`src/irq0_timer0_pkg.sv`:
```
// Package with register map, field layout and mode encodings
package irq0_timer0_pkg;
  localparam int AddrWidth = 4;
  localparam logic [3:0] CtrlOffset = 4'h0;
  localparam logic [3:0] TimerModeOffset = 4'h4;
  localparam logic [3:0] StatusOffset = 4'h8;
  localparam logic [3:0] MaskOffset = 4'h0c;
  // Control register fields
  localparam int TypeSelBit = 0;
  localparam int PolarityBit = 1;
  localparam int SwClearBit = 2;
  // Status and mask register fields
  localparam int PendingBit = 0;
  localparam int Mode3HighOvfBit = 1;
  // Timer mode field at the low bits of the timer mode register
  localparam int ModeLsb = 0;
  localparam int ModeMsb = 1;
  localparam logic [1:0] Mode13Bit = 2'h0;
  localparam logic [1:0] Mode16Bit = 2'h1;
  localparam logic [1:0] Mode8Reload = 2'h2;
  localparam logic [1:0] ModeSplit8 = 2'h3;
  localparam int PrescalerWidth = 5;
  localparam int Width13 = 13;
  localparam logic [1:0] RespOkay = 2'h0;
  localparam logic [1:0] RespSlvErr = 2'h2;
  localparam logic [31:0] ResetWord = 32'h0;
  typedef enum logic [1:0] {
    BusIdle = 2'b00,
    BusResp = 2'b01
  } bus_state_type;
endpackage : irq0_timer0_pkg

```
`src/irq0_timer0.sv`:
```
// External interrupt 0 control and Timer 0 mode decode with AXI4-Lite
`timescale 1ns/1ps
// Operation
// - Hardware sets pending flag on selected event
// - Software clears flag; edge mode clears on vector
// - Type select 0 level, 1 edge
// - Polarity comes from separate polarity bit
// - Mode 00 13-bit, 01 16-bit counter
// - Mode 2 8-bit reload, 3 two 8-bit
module irq0_timer0 import irq0_timer0_pkg::*; (
  // Clock and reset
  input wire logic clk,
  input wire logic reset,
  // External pins and CPU
  input wire logic extIrq0Pin,
  input wire logic timer0CountPin,
  input wire logic timer0Run,
  input wire logic cpuVectorIrq0,
  // Interrupt outputs
  output logic irq0Request,
  output logic irq,
  // Timer 0 counts
  output logic [7:0] timer0Low,
  output logic [7:0] timer0High,
  // AXI4-Lite write address and data
  input wire logic [AddrWidth-1:0] awaddr,
  input wire logic awvalid,
  output logic awready,
  input wire logic [31:0] wdata,
  input wire logic [3:0] wstrb,
  input wire logic wvalid,
  output logic wready,
  // AXI4-Lite write response
  output logic [1:0] bresp,
  output logic bvalid,
  input wire logic bready,
  // AXI4-Lite read
  input wire logic [AddrWidth-1:0] araddr,
  input wire logic arvalid,
  output logic arready,
  output logic [31:0] rdata,
  output logic [1:0] rresp,
  output logic rvalid,
  input wire logic rready
);
  typedef struct packed {
    logic typeSel;
    logic polarity;
    logic [1:0] timerMode;
    logic [1:0] status;
    logic [1:0] mask;
    logic [7:0] cntLow;
    logic [7:0] cntHigh;
    logic [7:0] reloadVal;
    logic irqOut;
    logic reqOut;
    bus_state_type wrState;
    logic awHeld;
    logic wHeld;
    logic [AddrWidth-1:0] awAddrHeld;
    logic [31:0] wDataHeld;
    logic wStrbLow;
    logic awReady;
    logic wReady;
    logic [1:0] bResp;
    logic bValid;
    logic arReady;
    logic [31:0] rData;
    logic [1:0] rResp;
    logic rValid;
  } state_type;
  state_type state_q, state_d;

  logic irqLevel;
  logic irqEdge;
  logic countLevel;
  logic countEdge;

  ////////////////////////////////////////////////////////////////////////////
  sync_edge irqSync (
    .clk(clk),
    .reset(reset),
    .pinIn(extIrq0Pin),
    .activeHigh(state_q.polarity),
    .activeLevel(irqLevel),
    .activeEdge(irqEdge)
  );

  sync_edge countSync (
    .clk(clk),
    .reset(reset),
    .pinIn(timer0CountPin),
    .activeHigh(1'b1),
    .activeLevel(countLevel),
    .activeEdge(countEdge)
  );

  ////////////////////////////////////////////////////////////////////////////
  always_comb begin
    logic event0;
    logic vecClear;
    logic swClear;
    logic [1:0] setBits;
    logic [1:0] clrBits;
    logic [Width13-1:0] cnt13;
    logic [15:0] cnt16;
    logic tick;
    logic doWrite;
    logic [AddrWidth-1:0] wa;
    logic [31:0] wd;
    event0 = 1'b0;
    vecClear = 1'b0;
    swClear = 1'b0;
    setBits = '0;
    clrBits = '0;
    cnt13 = '0;
    cnt16 = '0;
    tick = 1'b0;
    doWrite = 1'b0;
    wa = '0;
    wd = '0;
    state_d = state_q;

    // Write channel capture, address and data in either order
    if (awvalid && state_q.awReady) begin
      state_d.awHeld = 1'b1;
      state_d.awAddrHeld = awaddr;
      state_d.awReady = 1'b0;
    end
    if (wvalid && state_q.wReady) begin
      state_d.wHeld = 1'b1;
      state_d.wDataHeld = wdata;
      state_d.wStrbLow = wstrb[0];
      state_d.wReady = 1'b0;
    end
    if (state_q.awHeld && state_q.wHeld && state_q.wrState == BusIdle) begin
      doWrite = state_q.wStrbLow;
      wa = state_q.awAddrHeld;
      wd = state_q.wDataHeld;
      state_d.awHeld = 1'b0;
      state_d.wHeld = 1'b0;
      state_d.bValid = 1'b1;
      state_d.wrState = BusResp;
      state_d.bResp = (wa == CtrlOffset || wa == TimerModeOffset ||
        wa == StatusOffset || wa == MaskOffset) ? RespOkay : RespSlvErr;
    end
    if (state_q.wrState == BusResp && bready) begin
      state_d.bValid = 1'b0;
      state_d.wrState = BusIdle;
      state_d.awReady = 1'b1;
      state_d.wReady = 1'b1;
    end

    // Register writes
    if (doWrite) begin
      case (wa)
        CtrlOffset: begin
          state_d.typeSel = wd[TypeSelBit];
          state_d.polarity = wd[PolarityBit];
          swClear = wd[SwClearBit];
        end
        TimerModeOffset: begin
          state_d.timerMode = wd[ModeMsb:ModeLsb];
        end
        StatusOffset: begin
          clrBits = wd[1:0];
        end
        MaskOffset: begin
          state_d.mask = wd[1:0];
        end
        default: begin
        end
      endcase
    end

    // Event selection
    event0 = state_q.typeSel ? irqEdge : irqLevel;
    vecClear = state_q.typeSel & cpuVectorIrq0;
    if (swClear || clrBits[PendingBit]) begin
      clrBits[PendingBit] = 1'b1;
    end
    if (vecClear) begin
      clrBits[PendingBit] = 1'b1;
    end

    // Timer 0 counting per mode
    tick = timer0Run & countEdge;
    cnt13 = {state_q.cntHigh, state_q.cntLow[PrescalerWidth-1:0]};
    cnt16 = {state_q.cntHigh, state_q.cntLow};
    case (state_q.timerMode)
      Mode13Bit: begin
        if (tick) begin
          cnt13 = cnt13 + 13'h1;
          state_d.cntHigh = cnt13[Width13-1:PrescalerWidth];
          state_d.cntLow = {3'h0, cnt13[PrescalerWidth-1:0]};
        end
      end
      Mode16Bit: begin
        if (tick) begin
          cnt16 = cnt16 + 16'h1;
          state_d.cntHigh = cnt16[15:8];
          state_d.cntLow = cnt16[7:0];
        end
      end
      Mode8Reload: begin
        if (tick) begin
          state_d.cntLow = (state_q.cntLow == 8'hff) ?
            state_q.cntHigh : state_q.cntLow + 8'h1;
        end
      end
      ModeSplit8: begin
        if (tick) begin
          state_d.cntLow = state_q.cntLow + 8'h1;
        end
        if (timer0Run) begin
          state_d.cntHigh = state_q.cntHigh + 8'h1;
          setBits[Mode3HighOvfBit] = (state_q.cntHigh == 8'hff);
        end
      end
      default: begin
      end
    endcase

    // Sticky status, set wins over clear
    setBits[PendingBit] = event0;
    state_d.status = (state_q.status & ~clrBits) | setBits;
    state_d.reqOut = state_d.status[PendingBit];
    state_d.irqOut = |(state_d.status & state_q.mask);

    // Read channel
    if (arvalid && state_q.arReady) begin
      state_d.arReady = 1'b0;
      state_d.rValid = 1'b1;
      state_d.rResp = RespOkay;
      case (araddr)
        CtrlOffset: begin
          state_d.rData = {29'h0, 1'b0, state_q.polarity, state_q.typeSel};
        end
        TimerModeOffset: begin
          state_d.rData = {30'h0, state_q.timerMode};
        end
        StatusOffset: begin
          state_d.rData = {30'h0, state_q.status};
        end
        MaskOffset: begin
          state_d.rData = {30'h0, state_q.mask};
        end
        default: begin
          state_d.rData = ResetWord;
          state_d.rResp = RespSlvErr;
        end
      endcase
    end
    if (state_q.rValid && rready) begin
      state_d.rValid = 1'b0;
      state_d.arReady = 1'b1;
    end
  end

  always_ff @(posedge clk) begin
    if (reset) begin
      state_q <= '0;
      state_q.awReady <= 1'b1;
      state_q.wReady <= 1'b1;
      state_q.arReady <= 1'b1;
    end else begin
      state_q <= state_d;
    end
  end

  ////////////////////////////////////////////////////////////////////////////
  assign irq0Request = state_q.reqOut;
  assign irq = state_q.irqOut;
  assign timer0Low = state_q.cntLow;
  assign timer0High = state_q.cntHigh;
  assign awready = state_q.awReady;
  assign wready = state_q.wReady;
  assign bresp = state_q.bResp;
  assign bvalid = state_q.bValid;
  assign arready = state_q.arReady;
  assign rdata = state_q.rData;
  assign rresp = state_q.rResp;
  assign rvalid = state_q.rValid;
endmodule : irq0_timer0

```
`src/sync_edge.sv`:
```
// Two-flop synchroniser with polarity select and edge detect
`timescale 1ns/1ps
module sync_edge (
  // Clock and reset
  input wire logic clk,
  input wire logic reset,
  // Pin and selection
  input wire logic pinIn,
  input wire logic activeHigh,
  // Results
  output logic activeLevel,
  output logic activeEdge
);
  typedef struct packed {
    logic meta;
    logic sync;
    logic prev;
  } sync_state_type;
  sync_state_type state_q, state_d;
  logic level;

  always_comb begin
    state_d = state_q;
    state_d.meta = pinIn;
    state_d.sync = state_q.meta;
    state_d.prev = state_q.sync;
  end

  // Keep sampling during reset so no false level or edge follows it
  always_ff @(posedge clk) begin
    if (reset) begin
      state_q.meta <= pinIn;
      state_q.sync <= state_q.meta;
      state_q.prev <= state_q.meta;
    end else begin
      state_q <= state_d;
    end
  end

  assign level = activeHigh ? state_q.sync : ~state_q.sync;
  assign activeLevel = level;
  assign activeEdge = activeHigh ? (state_q.sync & ~state_q.prev) :
    (~state_q.sync & state_q.prev);
endmodule : sync_edge
```
`config.mk`:
```
export PLATFORM = sky130hd
export DESIGN_NAME = irq0_timer0
export DESIGN_NICKNAME = d
export VERILOG_FILES = /design/src/irq0_timer0_pkg.sv /design/src/irq0_timer0.sv /design/src/sync_edge.sv
export SDC_FILE = /design/constraint.sdc
export NUM_CORES = 1
export LEC_CHECK = 0
export BUFFER_PORTS_ARGS = -buffer_cell sky130_fd_sc_hd__buf_2
export CORE_ASPECT_RATIO = 0.6
export CORE_MARGIN = 2
export CORE_UTILIZATION = 41
export CTS_CLUSTER_SIZE = 28
export DETAILED_ROUTE_END_ITERATION = 7
export GPL_TIMING_DRIVEN = 0
export PLACE_DENSITY_LB_ADDON = 0.05
export SYNTH_ARGS = -nofsm -noshare
export SYNTH_HDL_FRONTEND = slang
export SYNTH_SLANG_ARGS = --single-unit
```
`constraint.sdc`:
```
create_clock -name clk -period 2.4 [get_ports clk]
set_input_delay 0.72 -clock clk [delete_from_list [all_inputs] [get_ports clk]]
set_output_delay 0.72 -clock clk [all_outputs]
set_load 0.02 [all_outputs]
```
# After elaboration in Yosys (flattened, before gate mapping)
# Cells that the tools add are included.
dict set report totals {
  ff_bits 83
  input_bits 55
  output_inout_bits 59
  elab_cells 117
}
dict set report op_classes {
  addsub 4
  eq_ne 19
  n_mux 27
  bitwise_logic 12
  reduce_logical 27
}
# op count
set ops {}
lappend ops {{$mux W16} 2}
lappend ops {{$mux W8} 4}
lappend ops {{$pmux W8 S4} 1}
lappend ops {{$eq A4 B4 Y1 const B} 6}
lappend ops {{$pmux W8 S3} 1}
lappend ops {{$add A16 B1 Y16 const B} 1}
lappend ops {{$add A8 B1 Y8 const B} 2}
lappend ops {{$eq A8 B8 Y1 const B} 2}
lappend ops {{$add A13 B1 Y13 const B} 1}
lappend ops {{$eq A4 B3 Y1 const B} 3}
lappend ops {{$logic_not A4 Y1} 3}
lappend ops {{$mux W1} 12}
lappend ops {{$ne A2 B2 Y1 const B} 5}
lappend ops {{$mux W2} 4}
lappend ops {{$pmux W2 S4} 1}
lappend ops {{$reduce_and A4 Y1} 2}
lappend ops {{$reduce_or A2 Y1} 4}
lappend ops {{$logic_and A1 B1 Y1} 7}
lappend ops {{$reduce_and A2 Y1} 3}
lappend ops {{$and A1 B1 Y1} 5}
lappend ops {{$and A2 B2 Y2} 2}
lappend ops {{$eq A2 B2 Y1 const B} 2}
lappend ops {{$logic_not A2 Y1} 2}
lappend ops {{$logic_or A1 B1 Y1} 4}
lappend ops {{8 further kinds} 10}

# Longest topological paths before layout
dict set report depth {
  ltp_word 14
  mapped_depth 7
  ltp_nobuf 5
}

# By module
# A second synthesis with hierarchy kept.
dict set report unflattened {
  hier_cells 319
  hier_area_um2 2783.9
}
# mod n_inst cells_each area_per_inst_um2 seq_area_each_um2
set modules_own_cells {}
lappend modules_own_cells {irq0_timer0 1 303 2586.2 880.8}
lappend modules_own_cells {sync_edge 2 8 98.8 60.1}

# Worst setup path after synthesis
# OpenSTA, ideal clock, no wires.
dict set report synth_path {
  kind {reg-to-reg}
  startpoint {register state_q (netlist bit timer0Low[0])}
  endpoint {register state_q (netlist bit timer0Low[3])}
  setup_time_ns 0.070
  arrival_time_ns 1.828
  required_ns 2.330
  slack_ns 0.502
  stages_incl_launch_ff 8
  n_path_buf 2
  synth_period_minus_slack_ns 1.898
  path_cell_list {dfxtp_1 > ha_1 > and4_2 > buf_6 > and4_1 > buf_6 > mux2_2 > a21oi_1}
}
dict set report synth_via {
  elab_chain_cells 4
  word_cells_on_any_way 10
  classes_between {3 x add/sub; 1 x eq/ne; 6 x mux}
}
# element line_no
set synth_rtl {}
lappend synth_rtl {{start: declaration} irq0_timer0.sv:72} ;# state_type state_q, state_d;
lappend synth_rtl {{start signal: assignment} irq0_timer0.sv:267} ;# state_q <= state_d;
lappend synth_rtl {{$add A8 B1 Y8 / $eq A8 B8 Y1 (equally long branches)} {irq0_timer0.sv:208, irq0_timer0.sv:213, irq0_timer0.sv:207}}
lappend synth_rtl {{$mux W8} irq0_timer0.sv:207} ;# state_d.cntLow = (state_q.cntLow == 8'hff) ?
lappend synth_rtl {{$mux W8} irq0_timer0.sv:206} ;# if (tick) begin
lappend synth_rtl {{$pmux W8 S4 *} irq0_timer0.sv:190} ;# case (state_q.timerMode)
# Every way passes the cells marked *; elsewhere a longest branch is shown, timed or not. The select of a mux whose other input is x is not followed.
# A chain may end at the register's enable or synchronous reset.

# Worst setup path after layout
dict set report layout_path {
  startpoint {register state_q (netlist bit timer0Low[1])}
  endpoint {register state_q (netlist bit timer0High[0])}
}
dict set report layout_via {
  elab_chain_cells 3
  word_cells_on_any_way 5
  classes_between {2 x add/sub; 3 x mux}
}
# element line_no
set layout_rtl {}
lappend layout_rtl {{$add A16 B1 Y16 / $add A13 B1 Y13 (equally long branches)} {irq0_timer0.sv:200, irq0_timer0.sv:193}}
lappend layout_rtl {{$mux W16 (on tied branches)} {irq0_timer0.sv:199, irq0_timer0.sv:192}}
lappend layout_rtl {{$pmux W8 S3 *} irq0_timer0.sv:190}
# Marks and branches as above.

==> impl_metrics.env <==
export IMPL_antenna_found_initial=0
export IMPL_synthesis_area_sq_um=2860
export IMPL_antenna_cells=0
export IMPL_cts_tree="built"
export IMPL_critPathMaxStageDelay_ns=0.55
export IMPL_layout_nets=468
export IMPL_ys_dominant_reg_cell="dfxtp_1"
export IMPL_required_ns=2.60
export IMPL_p_sw_uw=494
export IMPL_start_util=0.426
export IMPL_placed_cell_area_sq_um=3320
export IMPL_synth_seq_cells=50
export IMPL_p_seq_frac=0.487
export IMPL_slew_headroom=0.623
export IMPL_startpoint="timer0Low[1]$_SDFFE_PP0P_"
export IMPL_setup_viol=0
export IMPL_grt_max_degree=16
export IMPL_tns_ns=0
export IMPL_end_kind="register"
export IMPL_status="finished clean"
export IMPL_cp_top_family="simple AND/OR/NAND/NOR gates"
export IMPL_die_h_um=68.6
export IMPL_clk_path_buf_depth=2
export IMPL_async_reset_ff_frac=0
export IMPL_post_route_period_util=0.923
export IMPL_fmax_mhz=451
export IMPL_core_area_sq_um=6710
export IMPL_dieWidth_um=112
export IMPL_synth_edff_count=0
export IMPL_synth_xor_area_share=0
export IMPL_r2r_setup_slack_ns=0.18
export IMPL_pwr_share_clk=0.383
export IMPL_p_int_mw=1.34
export IMPL_die_area_sq_um=7670
export IMPL_syn_avg_cell_area_sq_um=8.76
export IMPL_p_per_area_nw_per_um2=532
export IMPL_cts_sinks=50
export IMPL_grtUsageTotal=0.183
export IMPL_grt_ovfl_total=0
export IMPL_syn_inst=326
export IMPL_synth_fa_ha_area_frac=0.00876
export IMPL_design_area_sq_um=3460
export IMPL_maxCapViolations=0
export IMPL_slowest_stage="dfxtp_1"
export IMPL_routed_wl_mm=7.15
export IMPL_clkTransAtPathRegs_ns=0.07
export IMPL_cp_start_kind="register"
export IMPL_area_delta_synth_final_pct=21.0
export IMPL_r2r_end="timer0High[0]$_SDFFE_PP0P_"
export IMPL_drc=0
export IMPL_holdBufCountCts=0
export IMPL_crit_cells=6
export IMPL_ios=114
export IMPL_gp_congestion=0.878
export IMPL_clock_root_buffer="clkbuf_16"
export IMPL_switching_share=0.269
export IMPL_fp_row_count=23
export IMPL_worstPathBufferInverterCount=1
export IMPL_wire_per_inst_um=14.4
export IMPL_synth_top_family_by_area="simple AND/OR/NAND/NOR gates"
export IMPL_drt_pre_antenna_iters=5
export IMPL_muxShareOfSynthArea=0.0635
export IMPL_synth_warnings=0
export IMPL_grt_pass1_wl_mm=11.0
export IMPL_place_hpwl_mm=5.32
export IMPL_r2r_start="timer0Low[1]$_SDFFE_PP0P_"
export IMPL_rsz0062_at_grt="no"
export IMPL_synth_simple_area_share=0.213
export IMPL_synth_cell_types=56
export IMPL_drive_gt1_frac=0.328
export IMPL_p_comb_frac=0.130
export IMPL_cts_buffers_inserted=5
export IMPL_drt_iter0_drc=198
export IMPL_worst_slew_pin_slew_ns=0.565
export IMPL_synth_compound_area_frac=0.175
export IMPL_vias=2583
export IMPL_endpoint="timer0High[0]$_SDFFE_PP0P_"
export IMPL_crit_type="register to register"
export IMPL_ys_seq_area_frac=0.351
export IMPL_vdd_drop_max_mv=0.320
export IMPL_fin_skew_ns=0.00676
export IMPL_worstPathMaxFanout=9
export IMPL_htree_levels=2
export IMPL_cellLeakagePower_nw=1.52
export IMPL_io_buffer_count=47
export IMPL_cts_resized=0
export IMPL_drtAntennaViolNets=0
export IMPL_clkLatencyLatePin_ns=0.29
export IMPL_finalCriticalPeriod_ns=2.22
export IMPL_hp_class="register to register"
export IMPL_grt_pass1_vias=2127
export IMPL_drv_slew=0
export IMPL_worstPathArrival_ns=2.41
export IMPL_cts_setup_buffers=0
export IMPL_via_per_inst=5.19
export IMPL_rr_worst_depth=6
export IMPL_hold_viol=0
export IMPL_cp_cell_sequence="ha_1, and4_2, buf_6, a21oi_2, or4_1, a21oi_1"
synthesized netlist by cell type, drive strengths merged (3+ instances only):
library cell | number | area (sq um)
buf | 57 | 443
dfxtp | 50 | 1000
a21oi | 25 | 129
nand2 | 22 | 82.6
nor2 | 19 | 71.3
nand3 | 17 | 85.1
clkbuf | 10 | 61.3
nor3 | 10 | 50.1
o21ai | 9 | 45.0
inv | 8 | 30.0
mux2i | 8 | 80.1
a31oi | 7 | 73.8
or4 | 6 | 45.0
a211oi | 5 | 37.5
and3 | 5 | 33.8
mux2 | 5 | 56.3
nand4 | 5 | 31.3
a41oi | 4 | 35.0
and2 | 4 | 25.0
and4 | 4 | 38.8
o31ai | 4 | 30.0
and3b | 3 | 26.3
nor4 | 3 | 18.8
o211ai | 3 | 22.5
registers in the layout, summed over array words and instances (netlist names):
name,cells
countSync.state_d,2
irq,1
bresp,1
rresp,1
irqSync.state_q,1
rdata,2
awready,1
state_q,19
countSync.state_q,1
wready,1
irqSync.state_d,2
arready,1
timer0Low,8
timer0High,8
rvalid,1
worst min path at each step:
stage	from	end	slack, ns	cells after the start
after floorplan	countSync.state_d[1]$_DFF_P_	countSync.state_d[0]$_DFF_P_	0.33	0
after global placement	irqSync.state_d[1]$_DFF_P_	irqSync.state_d[0]$_DFF_P_	0.34	0
after detailed placement	irqSync.state_d[1]$_DFF_P_	irqSync.state_d[0]$_DFF_P_	0.35	0
after CTS	countSync.state_d[1]$_DFF_P_	countSync.state_d[0]$_DFF_P_	0.36	0
after global routing	countSync.state_d[1]$_DFF_P_	countSync.state_d[0]$_DFF_P_	0.37	0
final	countSync.state_d[1]$_DFF_P_	countSync.state_d[0]$_DFF_P_	0.36	0
logic make-up after synthesis:
| kind of cell | Yosys count |
|---|---|
| mux | 15 |
| other cells | 1 |
| compound gates | 72 |
| buf+inv | 75 |
| fa+ha+maj | 2 |
| flops | 50 |
| simple gates | 111 |
metrics by stage:
stage	utilization	power [mW]	setup WS, ns	instances	hold WS (ns)
after CTS	0.515	1.85	0.235	498	0.361
after global routing	0.515	1.91	0.0951	498	0.365
after floorplan	-	1.09	0.502	357	0.326
after detailed placement	0.494	1.15	0.258	491	0.346
final	0.515	1.84	0.185	498	0.360
after global placement	0.494	1.15	0.224	491	0.341
routing by layer:
layer  GRT usage  part of all wire  vias up
met4      0.0370            0.0027        0
met1       0.285              0.53     1175
li1            -                 -     1279
met2       0.229              0.37      127
met3      0.0682              0.10        2
met5           0                 0        -
cells in the final DEF, fill, tap and decap left out, types with 3 or more instances in the layout:
master,count
nand2_1,22
buf_4,53
clkbuf_16,5
o21ai_0,9
mux2i_1,8
conb_1,32
buf_2,47
nand3_1,17
a41oi_1,4
buf_6,4
clkbuf_1,5
a211oi_1,5
nor3_1,10
a31oi_1,5
o31ai_1,4
nor2_1,19
and2_1,4
nor4_1,3
and3b_1,3
or4_1,6
nand4_1,5
mux2_2,5
and3_1,3
a21oi_1,24
o211ai_1,3
inv_1,8
dfxtp_1,50
clkbuf_2,3
power by group through the flow:
stage | logic (mW) | clock network [mW] | registers, mW
floorplan | 0.176 | 0 | 0.911
global placement | 0.235 | 0 | 0.912
detailed placement | 0.238 | 0 | 0.912
CTS | 0.238 | 0.716 | 0.894
global route | 0.261 | 0.751 | 0.899
finish | 0.239 | 0.703 | 0.895
final cells by class:
cell class / count / area [sq um]
Inverter: 8 / 30.0
Tap cell: 87 / 109
Sequential cell: 50 / 1000
Clock buffer: 5 / 125
Fill cell: 656 / 3250
Buffer: 67 / 504
Multi-Input combinational cell: 232 / 1440
Timing Repair Buffer: 47 / 235
Clock inverter: 2 / 15.0
Power figures use the tool's default switching activity.
